$ cat src/can_bit_timing_pkg.sv
// Purpose: constants for the can bit timing block
// Assumes: apb slave with 32-bit data, pclk at 10 MHz
// Notes:   offsets are byte addresses, one word per register
package can_bit_timing_pkg;
	// ****************************************
	// register map
	// ****************************************
	localparam logic [11:0] OFF_BIT_TIMING     = 12'h000C;
	localparam logic [11:0] OFF_PRESCALER_EXT  = 12'h0018;
	localparam logic [11:0] OFF_LINK_CTRL      = 12'h0040;
	localparam logic [11:0] OFF_LINK_STATUS    = 12'h0044;
	localparam logic [15:0] BIT_TIMING_RESET   = 16'h2301;
	localparam logic [3:0]  PRESCALER_EXT_RESET = 4'h0;
	// ****************************************
	// field positions of bit_timing_config
	// ****************************************
	localparam int PRESC_LSB = 0;
	localparam int JUMP_LSB  = 6;
	localparam int SEG1_LSB  = 8;
	localparam int SEG2_LSB  = 12;
	// ****************************************
	// timing figures
	// ****************************************
	localparam int CLK_MHZ             = 10;
	localparam int CTRL_CLK_MHZ        = 8;
	localparam int PROCESSING_DELAY_TQ = 0;
	localparam int SEG2_MIN_TQ         = 1;
	// states of the bit walk
	typedef enum logic [3:0] {
		SEG_SYNC  = 4'b0001,
		SEG_ONE   = 4'b0010,
		SEG_TWO   = 4'b0100,
		SEG_IDLE  = 4'b1000
	} seg_state_t;
endpackage

$ cat src/can_bit_timing_logic.sv
// Purpose: can bit timing logic with apb register access
// Assumes: rx input synchronous to pclk, tx recessive high
// Notes:   frame-level processing is outside; this block gives sample and tx commit strobes
// Operation
// - quantum length is prescaler count of input clocks
// - quanta are counted from the controller clock, run here as pclk
// - bit made of sync, propagation, phase one and phase two segments
// - sync segment lasts exactly one quantum
// - phase error is the edge distance from sync segment
// - propagation segment one to eight quanta; here it has no field or state of its own and is counted inside SEG_ONE
// - phase one one to eight quanta, lengthened by resync; here one seg1 field sets propagation plus phase one, 1 to 16
// - phase two one to eight quanta, shortened by resync
// - jump width one to four, limits each resync shift
// - prescaler 1 to 64, extension widens to 1024
// - fields hold functional value minus one
// - bit time is segment fields plus three quanta
// - register contents drive the timing logic directly
// - timing decisions are taken once per quantum
// - receive sample and transmit commit at the sample point
// - framing, stuffing, crc and error work happen downstream using strobes
// - processing delay is zero quanta
// - phase two never programmed below processing delay
// - supports bit rates below 1 kbps to 1000 kbps
// - bit time four to twenty-five quanta; the fields here allow three to twenty-five
//
// Our own choices: the address map and the APB interface to the registers.
`timescale 1ns/100ps
module can_bit_timing_logic
(
	// apb
	input  wire logic        pclk,
	input  wire logic        presetn,
	input  wire logic        psel,
	input  wire logic        penable,
	input  wire logic        pwrite,
	input  wire logic [11:0] paddr,
	input  wire logic [31:0] pwdata,
	output logic      [31:0] prdata,
	output logic             pready,
	output logic             pslverr,
	// can link
	input  wire logic        can_rx,
	input  wire logic        tx_bit,
	output logic             can_tx,
	output logic             sample_strobe,
	output logic             sample_value,
	output logic             tx_commit
);
	// ****************************************
	// registers
	// ****************************************
	logic [15:0] bit_timing_q;
	logic [3:0]  prescaler_ext_q;
	logic        enable_q;
	logic        bus_idle_q;
	logic [9:0]  tq_cnt_q;
	logic [4:0]  seg_cnt_q;
	logic [4:0]  seg1_len_q;
	logic        rx_prev_q;
	logic        synced_q;
	can_bit_timing_pkg::seg_state_t state_q;
	logic [3:0]  idle_cnt_q;

	// apb decode
	wire        setup_ph = psel && !penable;
	wire        access   = psel && penable;
	wire        wr_en    = access && pwrite;
	wire        hit_bt   = paddr == can_bit_timing_pkg::OFF_BIT_TIMING;
	wire        hit_pe   = paddr == can_bit_timing_pkg::OFF_PRESCALER_EXT;
	wire        hit_ct   = paddr == can_bit_timing_pkg::OFF_LINK_CTRL;
	wire        hit_st   = paddr == can_bit_timing_pkg::OFF_LINK_STATUS;
	wire        hit_any  = hit_bt || hit_pe || hit_ct || hit_st;

	// field decode; values are stored minus one
	wire [5:0]  presc_f  = bit_timing_q[can_bit_timing_pkg::PRESC_LSB +: 6];
	wire [1:0]  jump_f   = bit_timing_q[can_bit_timing_pkg::JUMP_LSB +: 2];
	wire [3:0]  seg1_f   = bit_timing_q[can_bit_timing_pkg::SEG1_LSB +: 4];
	wire [2:0]  seg2_f   = bit_timing_q[can_bit_timing_pkg::SEG2_LSB +: 3];
	wire [9:0]  presc_all = {prescaler_ext_q, presc_f};
	wire [4:0]  seg1_tq  = {1'b0, seg1_f} + 5'd1;
	wire [4:0]  seg2_tq  = {2'b00, seg2_f} + 5'd1;
	wire [4:0]  jump_tq  = {3'b000, jump_f} + 5'd1;

	// one quantum elapses each prescaler count of clocks
	// a ten-bit prescaler reaches 1024 clocks a quantum, so very slow bit rates are covered
	wire        tq_tick  = enable_q && (tq_cnt_q == presc_all);
	wire        fall     = rx_prev_q && !can_rx;
	wire        seg1_end = (state_q == can_bit_timing_pkg::SEG_ONE) && (seg_cnt_q + 5'd1 >= seg1_len_q);
	// phase error: quanta still left in phase two at the edge
	wire [4:0]  err_two  = seg2_tq - seg_cnt_q;
	wire [4:0]  err_one  = seg_cnt_q + 5'd1;
	function automatic logic [4:0] min5(input logic [4:0] a, input logic [4:0] b);
		min5 = (a < b) ? a : b;
	endfunction
	wire [4:0]  lengthen = min5(err_one, jump_tq);
	wire [4:0]  shorten  = min5(err_two, jump_tq);
	// phase two ends at its full count, or at an edge whose error the jump width covers
	wire        seg2_end = (state_q == can_bit_timing_pkg::SEG_TWO) &&
		((seg_cnt_q + 5'd1 >= seg2_tq) || (fall && !synced_q && shorten >= err_two));
	wire [31:0] rd_mux   = hit_bt ? {16'h0000, bit_timing_q} :
		hit_pe ? {28'h0000_000, prescaler_ext_q} :
		hit_ct ? {31'h0, enable_q} :
		hit_st ? {27'h0, bus_idle_q, state_q} : 32'h0000_0000;

	// ****************************************
	// apb slave: zero wait, error on unmapped address
	// ****************************************
	always_ff @(posedge pclk or negedge presetn)
	begin
		if (!presetn)
		begin
			bit_timing_q    <= can_bit_timing_pkg::BIT_TIMING_RESET;
			prescaler_ext_q <= can_bit_timing_pkg::PRESCALER_EXT_RESET;
			enable_q        <= 1'b0;
		end
		else if (wr_en)
		begin
			if (hit_bt)
				bit_timing_q <= pwdata[15:0] & 16'h7FFF;
			if (hit_pe)
				prescaler_ext_q <= pwdata[3:0];
			if (hit_ct)
				enable_q <= pwdata[0];
		end
	end

	// read data and response registered in the setup cycle
	always_ff @(posedge pclk or negedge presetn)
	begin
		if (!presetn)
		begin
			prdata  <= 32'h0000_0000;
			pready  <= 1'b0;
			pslverr <= 1'b0;
		end
		else
		begin
			prdata  <= setup_ph ? rd_mux : prdata;
			pready  <= setup_ph;
			pslverr <= setup_ph && !hit_any;
		end
	end

	// ****************************************
	// quantum prescaler
	// ****************************************
	always_ff @(posedge pclk or negedge presetn)
	begin
		if (!presetn)
			tq_cnt_q <= 10'h000;
		else if (!enable_q || tq_tick)
			tq_cnt_q <= 10'h000;
		else
			tq_cnt_q <= tq_cnt_q + 10'd1;
	end

	// ****************************************
	// bit segment walk, one step per quantum
	// ****************************************
	always_ff @(posedge pclk or negedge presetn)
	begin
		if (!presetn)
		begin
			state_q    <= can_bit_timing_pkg::SEG_IDLE;
			seg_cnt_q  <= 5'h00;
			seg1_len_q <= 5'h01;
			rx_prev_q  <= 1'b1;
			synced_q   <= 1'b0;
			bus_idle_q <= 1'b1;
			idle_cnt_q <= 4'h0;
			sample_strobe <= 1'b0;
			sample_value  <= 1'b1;
			tx_commit     <= 1'b0;
			can_tx        <= 1'b1;
		end
		else
		begin
			sample_strobe <= 1'b0;
			tx_commit     <= 1'b0;
			if (!enable_q)
			begin
				state_q    <= can_bit_timing_pkg::SEG_IDLE;
				bus_idle_q <= 1'b1;
				can_tx     <= 1'b1;
				rx_prev_q  <= 1'b1;
			end
			else if (tq_tick)
			begin
				rx_prev_q <= can_rx;
				unique case (state_q)
				can_bit_timing_pkg::SEG_IDLE:
				begin
					if (fall)
					begin
						// hard sync: this quantum counts as sync
						state_q    <= can_bit_timing_pkg::SEG_ONE;
						seg_cnt_q  <= 5'h00;
						seg1_len_q <= seg1_tq;
						synced_q   <= 1'b1;
						bus_idle_q <= 1'b0;
					end
				end
				can_bit_timing_pkg::SEG_SYNC:
				begin
					state_q    <= can_bit_timing_pkg::SEG_ONE;
					seg_cnt_q  <= 5'h00;
					seg1_len_q <= seg1_tq;
					synced_q   <= fall;
				end
				can_bit_timing_pkg::SEG_ONE:
				begin
					// late edge: stretch phase one
					if (fall && !synced_q)
					begin
						seg1_len_q <= seg1_len_q + lengthen;
						synced_q   <= 1'b1;
						seg_cnt_q  <= seg_cnt_q + 5'd1;
					end
					else if (seg1_end)
					begin
						// sample point; zero processing delay so tx commits here too
						state_q       <= can_bit_timing_pkg::SEG_TWO;
						seg_cnt_q     <= 5'h00;
						sample_strobe <= 1'b1;
						sample_value  <= can_rx;
						tx_commit     <= 1'b1;
						can_tx        <= tx_bit;
					end
					else
						seg_cnt_q <= seg_cnt_q + 5'd1;
				end
				can_bit_timing_pkg::SEG_TWO:
				begin
					// early edge ends phase two; shortening below the delay is harmless
					if (seg2_end)
					begin
						state_q   <= can_bit_timing_pkg::SEG_SYNC;
						seg_cnt_q <= 5'h00;
						idle_cnt_q <= (sample_value) ? idle_cnt_q + 4'd1 : 4'h0;
						if (sample_value && idle_cnt_q == 4'd10)
						begin
							state_q    <= can_bit_timing_pkg::SEG_IDLE;
							bus_idle_q <= 1'b1;
							idle_cnt_q <= 4'h0;
						end
					end
					else if (fall && !synced_q)
					begin
						// edge too early for one jump: phase two is cut by the jump width only,
						// the rest of the phase error is left for later bits
						seg_cnt_q <= seg_cnt_q + 5'd1 + shorten;
						synced_q  <= 1'b1;
					end
					else
						seg_cnt_q <= seg_cnt_q + 5'd1;
				end
				endcase
			end
		end
	end

	// ****************************************
	// assertion helpers
	// ****************************************
	// cycles spent in sync so far; a quantum may last 1024 clocks, which is
	// beyond what a delay range may span, so the length is counted instead
	// limitation: a prescaler rewrite in mid-quantum can make sync look long
	logic [10:0] sync_run_q;

	always_ff @(posedge pclk or negedge presetn)
	begin
		if (!presetn)
			sync_run_q <= 11'h000;
		else if (state_q == can_bit_timing_pkg::SEG_SYNC)
			sync_run_q <= sync_run_q + 11'd1;
		else
			sync_run_q <= 11'h000;
	end

	// ****************************************
	// checks
	// ****************************************
	chk_tick_spacing: assert property (@(posedge pclk) disable iff (!presetn)
		tq_tick && presc_all == 10'd0 && $past(enable_q) |-> $past(tq_tick))
		else $error("quantum tick spacing wrong");
	chk_sync_one: assert property (@(posedge pclk) disable iff (!presetn)
		state_q == can_bit_timing_pkg::SEG_SYNC |-> sync_run_q <= {1'b0, presc_all})
		else $error("sync segment too long");
	chk_state_onehot: assert property (@(posedge pclk) disable iff (!presetn)
		$onehot(state_q))
		else $error("segment state not one-hot");
	chk_resp_pair: assert property (@(posedge pclk) disable iff (!presetn)
		pslverr |-> pready)
		else $error("error response without ready");
	chk_sample_seg: assert property (@(posedge pclk) disable iff (!presetn)
		sample_strobe |-> state_q == can_bit_timing_pkg::SEG_TWO)
		else $error("sample outside phase boundary");
	chk_commit_pair: assert property (@(posedge pclk) disable iff (!presetn)
		sample_strobe == tx_commit)
		else $error("commit not at sample point");
	chk_step_tick: assert property (@(posedge pclk) disable iff (!presetn)
		!tq_tick && enable_q && $past(enable_q) |=> $stable(state_q))
		else $error("state moved between quanta");
	chk_idle_hard: assert property (@(posedge pclk) disable iff (!presetn)
		enable_q && tq_tick && state_q == can_bit_timing_pkg::SEG_IDLE && fall
		|=> state_q == can_bit_timing_pkg::SEG_ONE)
		else $error("no hard sync");
	chk_jump_bound: assert property (@(posedge pclk) disable iff (!presetn)
		seg1_len_q <= seg1_tq + jump_tq || state_q != can_bit_timing_pkg::SEG_ONE)
		else $error("phase one stretched too far");
	chk_disable_tx: assert property (@(posedge pclk) disable iff (!presetn)
		!enable_q |=> can_tx)
		else $error("tx not recessive when disabled");
	cov_sample: cover property (@(posedge pclk) disable iff (!presetn) sample_strobe);
	cov_lengthen: cover property (@(posedge pclk) disable iff (!presetn)
		tq_tick && state_q == can_bit_timing_pkg::SEG_ONE && fall && !synced_q);
	cov_shorten: cover property (@(posedge pclk) disable iff (!presetn)
		tq_tick && state_q == can_bit_timing_pkg::SEG_TWO && fall && !synced_q);
	// hard sync out of idle and the fall back to idle after a recessive run
	cov_hard_sync: cover property (@(posedge pclk) disable iff (!presetn)
		tq_tick && state_q == can_bit_timing_pkg::SEG_IDLE && fall);
	cov_idle_return: cover property (@(posedge pclk) disable iff (!presetn)
		$rose(bus_idle_q) && enable_q);
endmodule // can_bit_timing_logic

$ cat config.mk
export PLATFORM = sky130hd
export DESIGN_NAME = can_bit_timing_logic
export DESIGN_NICKNAME = d
export VERILOG_FILES = /design/src/can_bit_timing_pkg.sv /design/src/can_bit_timing_logic.sv
export SDC_FILE = /design/constraint.sdc
export NUM_CORES = 1
export LEC_CHECK = 0
export ABC_CLOCK_PERIOD_IN_PS = 4700
export BUFFER_PORTS_ARGS = -buffer_cell sky130_fd_sc_hd__buf_2
export CORE_MARGIN = 4
export CORE_UTILIZATION = 55
export CTS_BUF_LIST = sky130_fd_sc_hd__clkbuf_8
export DETAILED_ROUTE_END_ITERATION = 7
export PLACE_DENSITY = 0.79
export SYNTH_ARGS = -nofsm -noshare
export SYNTH_HDL_FRONTEND = slang
export SYNTH_SLANG_ARGS = --single-unit
$ cat constraint.sdc
create_clock -name pclk -period 4.7 [get_ports pclk]
set_clock_uncertainty 0.05 [all_clocks]
set_input_delay 0.94 -clock pclk [delete_from_list [all_inputs] [get_ports pclk]]
set_output_delay 0.94 -clock pclk [all_outputs]
set_load 0.02 [all_outputs]
==> results.sh, run 1 <==
export IMPL_seq_power_share=0.328
export IMPL_numCtsBuffers=9
export IMPL_vias=3719
export IMPL_wl_um=10700
export IMPL_die_h_um=99.6
export IMPL_synth_cells=481
export IMPL_power_frac_comb=0.430
export IMPL_synth_cell_types=63
export IMPL_hold_path_class="register to register"
export IMPL_ctsHtreeMaxLevel=3
export IMPL_clk_pin_slew_ns=0.07
export IMPL_post_cts_resized=0
export IMPL_status="completed"
export IMPL_slowest_delay_ns=0.56
export IMPL_slew_headroom=0.278
export IMPL_r2r_cells=14
export IMPL_vias_per_cell=5.77
export IMPL_place_congestion=0.932
export IMPL_std_cell_rows=33
export IMPL_finalSetupViolations=0
export IMPL_period_needed_ns=4.29
export IMPL_die_width_um=99.6
export IMPL_timing_hold_ws_ns=0.432
export IMPL_crit_chain="ha_1, xor2_1, ha_1, nor2b_1, o31a_1, o31ai_1, and3b_1, mux2i_1, ha_1, o21ai_0, a21oi_1, a211o_1, and3_1, mux2_1"
export IMPL_nets=624
export IMPL_ys_seq_area_frac=0.388
export IMPL_grt_use_total=0.227
export IMPL_internal_power_w=0.00148
export IMPL_grt_max_degree=51
export IMPL_layout_drive_gt1_share=0.219
export IMPL_synth_largest_area_cell="dfrtp_1"
export IMPL_io_pins=89
export IMPL_synth_most_common_cell="dfrtp_1"
export IMPL_post_cts_buffers=0
export IMPL_cts_sinks=71
export IMPL_crit_path_end_kind="register"
export IMPL_cts_buffer_depth=2
export IMPL_port_buffers=54
export IMPL_top_usage_layer="met2"
export IMPL_antenna_found_initial=0
export IMPL_drt_pass1_iterations=7
export IMPL_fmax_mhz=233
export IMPL_ys_async_sr_fraction=1.00
export IMPL_ys_flop_type="dfrtp_1"
export IMPL_dp_hpwl_um=7990
export IMPL_grt_pass1_wl_um=18000
export IMPL_drv_slew=0
export IMPL_synthesis_area_um2=4610
export IMPL_cap_viol_max_count=0
export IMPL_drtIter0Drc=219
export IMPL_critPathKind="register to register"
export IMPL_worst_setup_path_start_kind="register"
export IMPL_start_util=0.564
export IMPL_power_share_clock=0.242
export IMPL_critPathArrivalTime_ns=4.49
export IMPL_synth_area_per_cell_um2=9.59
export IMPL_diodes=0
export IMPL_p_per_area_nw_per_um2=473
export IMPL_power_leakage_nw=2.57
export IMPL_die_area_um2=9910
export IMPL_grtUsageMet1=0.289
export IMPL_worst_path_max_delay_cell="dfstp_2"
export IMPL_postRouteAntennaNets=0
export IMPL_syn_to_final_growth_pct=11.5
export IMPL_worstMarginPinSlew_ns=1.08
export IMPL_synth_edf_count=0
export IMPL_holdBufCountCts=0
export IMPL_crit_required_ns=4.89
export IMPL_cp_buffers_inverters=0
export IMPL_finalHoldViolations=0
export IMPL_ir_drop_mv=0.218
export IMPL_fillers=665
export IMPL_design_area_um2=5140
export IMPL_whs_path_depth=2
export IMPL_cpMostUsedCell="ha_1"
export IMPL_utilization=0.629
export IMPL_ys_warn_count=0
export IMPL_cp_max_fo=6
export IMPL_grtUsageMet3=0.0582
export IMPL_detail_route_wl_per_cell_um=16.6
export IMPL_core_area_um2=8180
export IMPL_cts_tree="built"
export IMPL_power_switching_w=0.000949
export IMPL_critPathTopFamily="compound AO/OA/AOI/OAI gates"
export IMPL_clkLatencyLatePin_ns=0.36
export IMPL_finalCritPeriodShare=0.913
export IMPL_crit_cells=14
export IMPL_rsz0062_at_grt="false"
export IMPL_ys_top_cells_by_area="dfrtp_1 33%, ha_1 9.5%, dfstp_2 5.7%"
export IMPL_ff2ff_setup_slack_ns=0.41
export IMPL_grt_pass1_vias=3722
export IMPL_synth_common_cells="61 x dfrtp_1, 48 x nand2_1, 35 x ha_1"
export IMPL_synth_top_area_frac=0.331
export IMPL_final_setup_tns_ns=0
export IMPL_cts_root_buffer="clkbuf_8"
export IMPL_dpl_cell_area_um2=4910
export IMPL_grt_overflow_total=0
export IMPL_route_detailed_drc=0
export IMPL_grt_use_met2=0.369
export IMPL_netSwitchingFraction=0.390
export IMPL_ys_ff_latch=71
==> sequential cells by signal (all words and copies together), names as in the netlist <==
signal and cells:
seg1_len_q 5, tx_commit 1, seg_cnt_q 5, pready 1
prescaler_ext_q 4, rx_prev_q 1, synced_q 1, sample_value 1
bit_timing_q 15, idle_cnt_q 4, state_q 4, can_tx 1
pslverr 1, bus_idle_q 1, prdata 15, enable_q 1
tq_cnt_q 10
==> cell families (layout without fill, tap and decap cells) <==
kind of cell    Yosys count  after routing  synth area share
mux                      23             23            0.0548
flops                    71             71             0.388
fa+ha+maj                38             38             0.108
xor+xnor                 31             31            0.0589
simple gates            147            147             0.169
compound gates          102            102             0.146
other cells               1             19          0.000813
buf+inv                  68            109            0.0746
==> final timing paths <==
path	startpoint	to
min reg2reg	prdata[8]	prdata[8]
max in group asynchronous	presetn	bit_timing_q[9]
min	prdata[8]	prdata[8]
max reg2reg	bit_timing_q[13]	idle_cnt_q[1]
max	bit_timing_q[13]	idle_cnt_q[1]
min in group asynchronous	presetn	synced_q
==> power by group through the flow <==
stage | sequential [W] | combinational (W) | clock [W]
3_5_place_dp | 0.000806 | 0.00104 | 0
3_3_place_gp | 0.000801 | 0.000986 | 0
4_1_cts | 0.000795 | 0.00104 | 0.000597
2_1_floorplan | 0.000784 | 0.000808 | 0
5_1_grt | 0.000812 | 0.00118 | 0.000624
6_report | 0.000798 | 0.00105 | 0.000590
==> per-stage QoR <==
step	cells	power, W	worst slack (ns)
floorplan	499	0.00159	0.832
global placement	629	0.00179	0.576
detailed placement	629	0.00184	0.435
CTS	645	0.00244	0.394
global route	645	0.00261	0.169
finish	645	0.00243	0.407
==> tightest hold or removal path, delay by kind of cell (launching register included) <==
| kind | cells | cell delay, ns |
|---|---|---|
| simple gates | 1 | 0.04 |
| compound gates | 1 | 0.06 |
| flops | 1 | 0.34 |
==> area by class of cell <==
cell class / instances / area, µm² / share of cell area
flip-flops and latches: 71 / 1790 / 0.348
clock buffers: 9 / 124 / 0.0241
well taps: 105 / 131 / 0.0255
inverters: 33 / 124 / 0.0241
clock inverters: 7 / 113 / 0.0219
multi-input cells: 360 / 2550 / 0.495
repair buffers: 60 / 315 / 0.0613
==> layer usage <==
metal	share of wire	vias up
met3	0.061	25
met2	0.48	148
met4	0.030	0
met5	0	-
li1	-	1763
met1	0.43	1783
==> cell usage in the layout, fill, tap and decap left out, types with 7 or more instances in the layout <==
master and instances:
a21oi_1 18, buf_2 54, clkbuf_8 9, conb_1 19, dfrtp_1 61, dfstp_2 10
ha_1 35, inv_1 33, mux2_2 17, nand2_1 48, nand3_1 19, nand4_1 7
nor2_1 27, o21ai_0 32, o21ai_1 7, xnor2_1 10, xor2_1 21
No activity file was read; power rests on OpenSTA's default activity.
==> run 2: changes to the inputs <==
--- a/config.mk
+++ b/config.mk
@@ -8,10 +8,10 @@
 export ABC_CLOCK_PERIOD_IN_PS = 4700
 export BUFFER_PORTS_ARGS = -buffer_cell sky130_fd_sc_hd__buf_2
 export CORE_MARGIN = 4
-export CORE_UTILIZATION = 55
+export CORE_UTILIZATION = 58
 export CTS_BUF_LIST = sky130_fd_sc_hd__clkbuf_8
 export DETAILED_ROUTE_END_ITERATION = 7
-export PLACE_DENSITY = 0.79
+export PLACE_DENSITY = 0.83
 export SYNTH_ARGS = -nofsm -noshare
 export SYNTH_HDL_FRONTEND = slang
 export SYNTH_SLANG_ARGS = --single-unit
==> results.sh, run 2 (same netlist as run 1, synthesis figures left out) <==
export IMPL_status="completed"
export IMPL_die_area_um2=9440
export IMPL_cts_buffer_depth=2
export IMPL_highest_layer="met4"
export IMPL_layout_commonest_cell="dfrtp_1"
export IMPL_grt_use_total=0.228
export IMPL_ff2ff_setup_slack_ns=0.38
export IMPL_cts_sinks=71
export IMPL_cap_viol_max_count=0
export IMPL_dpl_cell_area_um2=4900
export IMPL_instances_no_fill=642
export IMPL_power_share_clock=0.206
export IMPL_whs_path_depth=2
export IMPL_crit_path_end_kind="register"
export IMPL_port_buffers=54
export IMPL_place_ws_ns=0.445
export IMPL_power_switching_w=0.000966
export IMPL_design_area_um2=5090
export IMPL_postRouteAntennaNets=0
export IMPL_holdBufCountCts=0
export IMPL_multi_input_area_um2=2550
export IMPL_finalHoldViolations=0
export IMPL_placed_cells=626
export IMPL_finalCritPeriodShare=0.919
export IMPL_grt_max_degree=47
export IMPL_crit_chain="ha_1, xor2_1, ha_1, nor2b_1, o31a_1, o31ai_1, and3b_1, mux2i_1, ha_1, o21ai_0, a21oi_1, a211o_1, buf_4, o22a_1, o21ai_0"
export IMPL_worst_path_max_delay_cell="dfstp_2"
export IMPL_layout_drive_gt1_share=0.217
export IMPL_std_cell_rows=32
export IMPL_mostFrequentLayoutCells="61 x dfrtp_1, 54 x buf_2, 48 x nand2_1"
export IMPL_drt_pass1_iterations=6
export IMPL_antenna_found_initial=0
export IMPL_cts_tree="built"
export IMPL_critPathArrivalTime_ns=4.53
export IMPL_worst_setup_path_start_kind="register"
export IMPL_cpMostUsedCell="ha_1"
export IMPL_place_congestion=0.870
export IMPL_reg_top3="bit_timing_q x15, prdata x15, tq_cnt_q x10"
export IMPL_syn_to_final_growth_pct=10.4
export IMPL_slew_headroom=0.289
export IMPL_wl_met2_um=5110
export IMPL_drtIter0Drc=198
export IMPL_die_width_um=97.2
export IMPL_post_cts_buffers=0
export IMPL_diodes=0
export IMPL_fmax_mhz=231
export IMPL_r2r_cells=15
export IMPL_critPathKind="register to register"
export IMPL_worst_slack_ns=0.379
export IMPL_slowest_delay_ns=0.56
export IMPL_clkLatencyLatePin_ns=0.35
export IMPL_fillers=593
export IMPL_wl_met1_um=4460
export IMPL_finalSetupViolations=0
export IMPL_power_frac_comb=0.452
export IMPL_vias=3756
export IMPL_period_needed_ns=4.32
export IMPL_power_leakage_nw=2.54
export IMPL_numCtsBuffers=9
export IMPL_vias_per_cell=5.85
export IMPL_drv_slew=0
export IMPL_worstMarginPinSlew_ns=1.07
export IMPL_die_h_um=97.2
export IMPL_clk_pin_slew_ns=0.08
export IMPL_nets=624
export IMPL_io_pins=89
export IMPL_final_setup_tns_ns=0
export IMPL_ff_latch_area_um2=1790
export IMPL_start_util=0.597
export IMPL_seq_power_share=0.342
export IMPL_dp_hpwl_um=7890
export IMPL_hold_path_class="register to register"
export IMPL_post_cts_resized=0
export IMPL_ir_drop_mv=0.224
export IMPL_met3_length_um=697
export IMPL_core_area_um2=7730
export IMPL_timing_hold_ws_ns=0.429
export IMPL_grt_pass1_wl_um=17600
export IMPL_ctsHtreeMaxLevel=3
export IMPL_grt_overflow_total=0
export IMPL_grt_pass1_vias=3748
export IMPL_cp_max_fo=10
export IMPL_rsz0062_at_grt="false"
export IMPL_cts_root_buffer="clkbuf_8"
export IMPL_crit_required_ns=4.91
export IMPL_detail_route_wl_per_cell_um=16.4
export IMPL_p_per_area_nw_per_um2=460
export IMPL_route_detailed_drc=0
export IMPL_netSwitchingFraction=0.412
export IMPL_wl_um=10500
export IMPL_internal_power_w=0.00138
[run 2: cell count changes in the layout (fill, tap and decap cells not counted), sizes merged]
cell	change
clkinvlp	+2
bufinv	-2
clkinv	-1
inv	+1
[run 2: cell type report]
type / instances / area share
timing repair buffer: 60 / 0.0619
clock buffer: 9 / 0.0243
tap: 102 / 0.0251
clock inverter: 7 / 0.0130
inverter: 33 / 0.0243
sequential: 71 / 0.351
multi-input combinational: 360 / 0.500
[run 2: metrics by stage]
step | total power (W) | utilization
2_1_floorplan | 0.00159 | -
3_3_place_gp | 0.00178 | 0.634
3_5_place_dp | 0.00185 | 0.634
4_1_cts | 0.00234 | 0.659
5_1_grt | 0.00252 | 0.659
6_report | 0.00234 | 0.659
[run 2: routing by layer]
metal / track usage / vias to the layer above
met2: 0.371 / 154
met3: 0.0524 / 24
met1: 0.292 / 1808
met5: 0 / -
met4: 0.0961 / 0
li1: - / 1770
[run 2: worst max-delay path: cells and delay by family, from the launching register on]
kind / cells / cell delay (ns)
XOR/XNOR: 1 / 0.19
AND/OR/NAND/NOR: 2 / 0.52
flip-flops: 1 / 0.56
adder cells (fa/ha/maj): 3 / 0.75
multiplexers: 1 / 0.36
AO/OA/AOI/OAI: 7 / 1.61
buffers and inverters: 1 / 0.19
[run 2: power by group through the flow]
stage	clock network (W)	registers [W]	logic, W
global placement	0	0.000803	0.000977
finish	0.000483	0.000801	0.00106
floorplan	0	0.000784	0.000808
CTS	0.000492	0.000799	0.00105
detailed placement	0	0.000810	0.00104
global route	0.000515	0.000815	0.00119
[run 2: worst paths after layout]
check                                  from              end
setup / recovery           bit_timing_q[13]     seg_cnt_q[1]
hold / removal                    prdata[6]        prdata[6]
setup reg to reg           bit_timing_q[13]     seg_cnt_q[1]
hold reg to reg                   prdata[6]        prdata[6]
max in group asynchronous           presetn  bit_timing_q[0]
min in group asynchronous           presetn        tx_commit
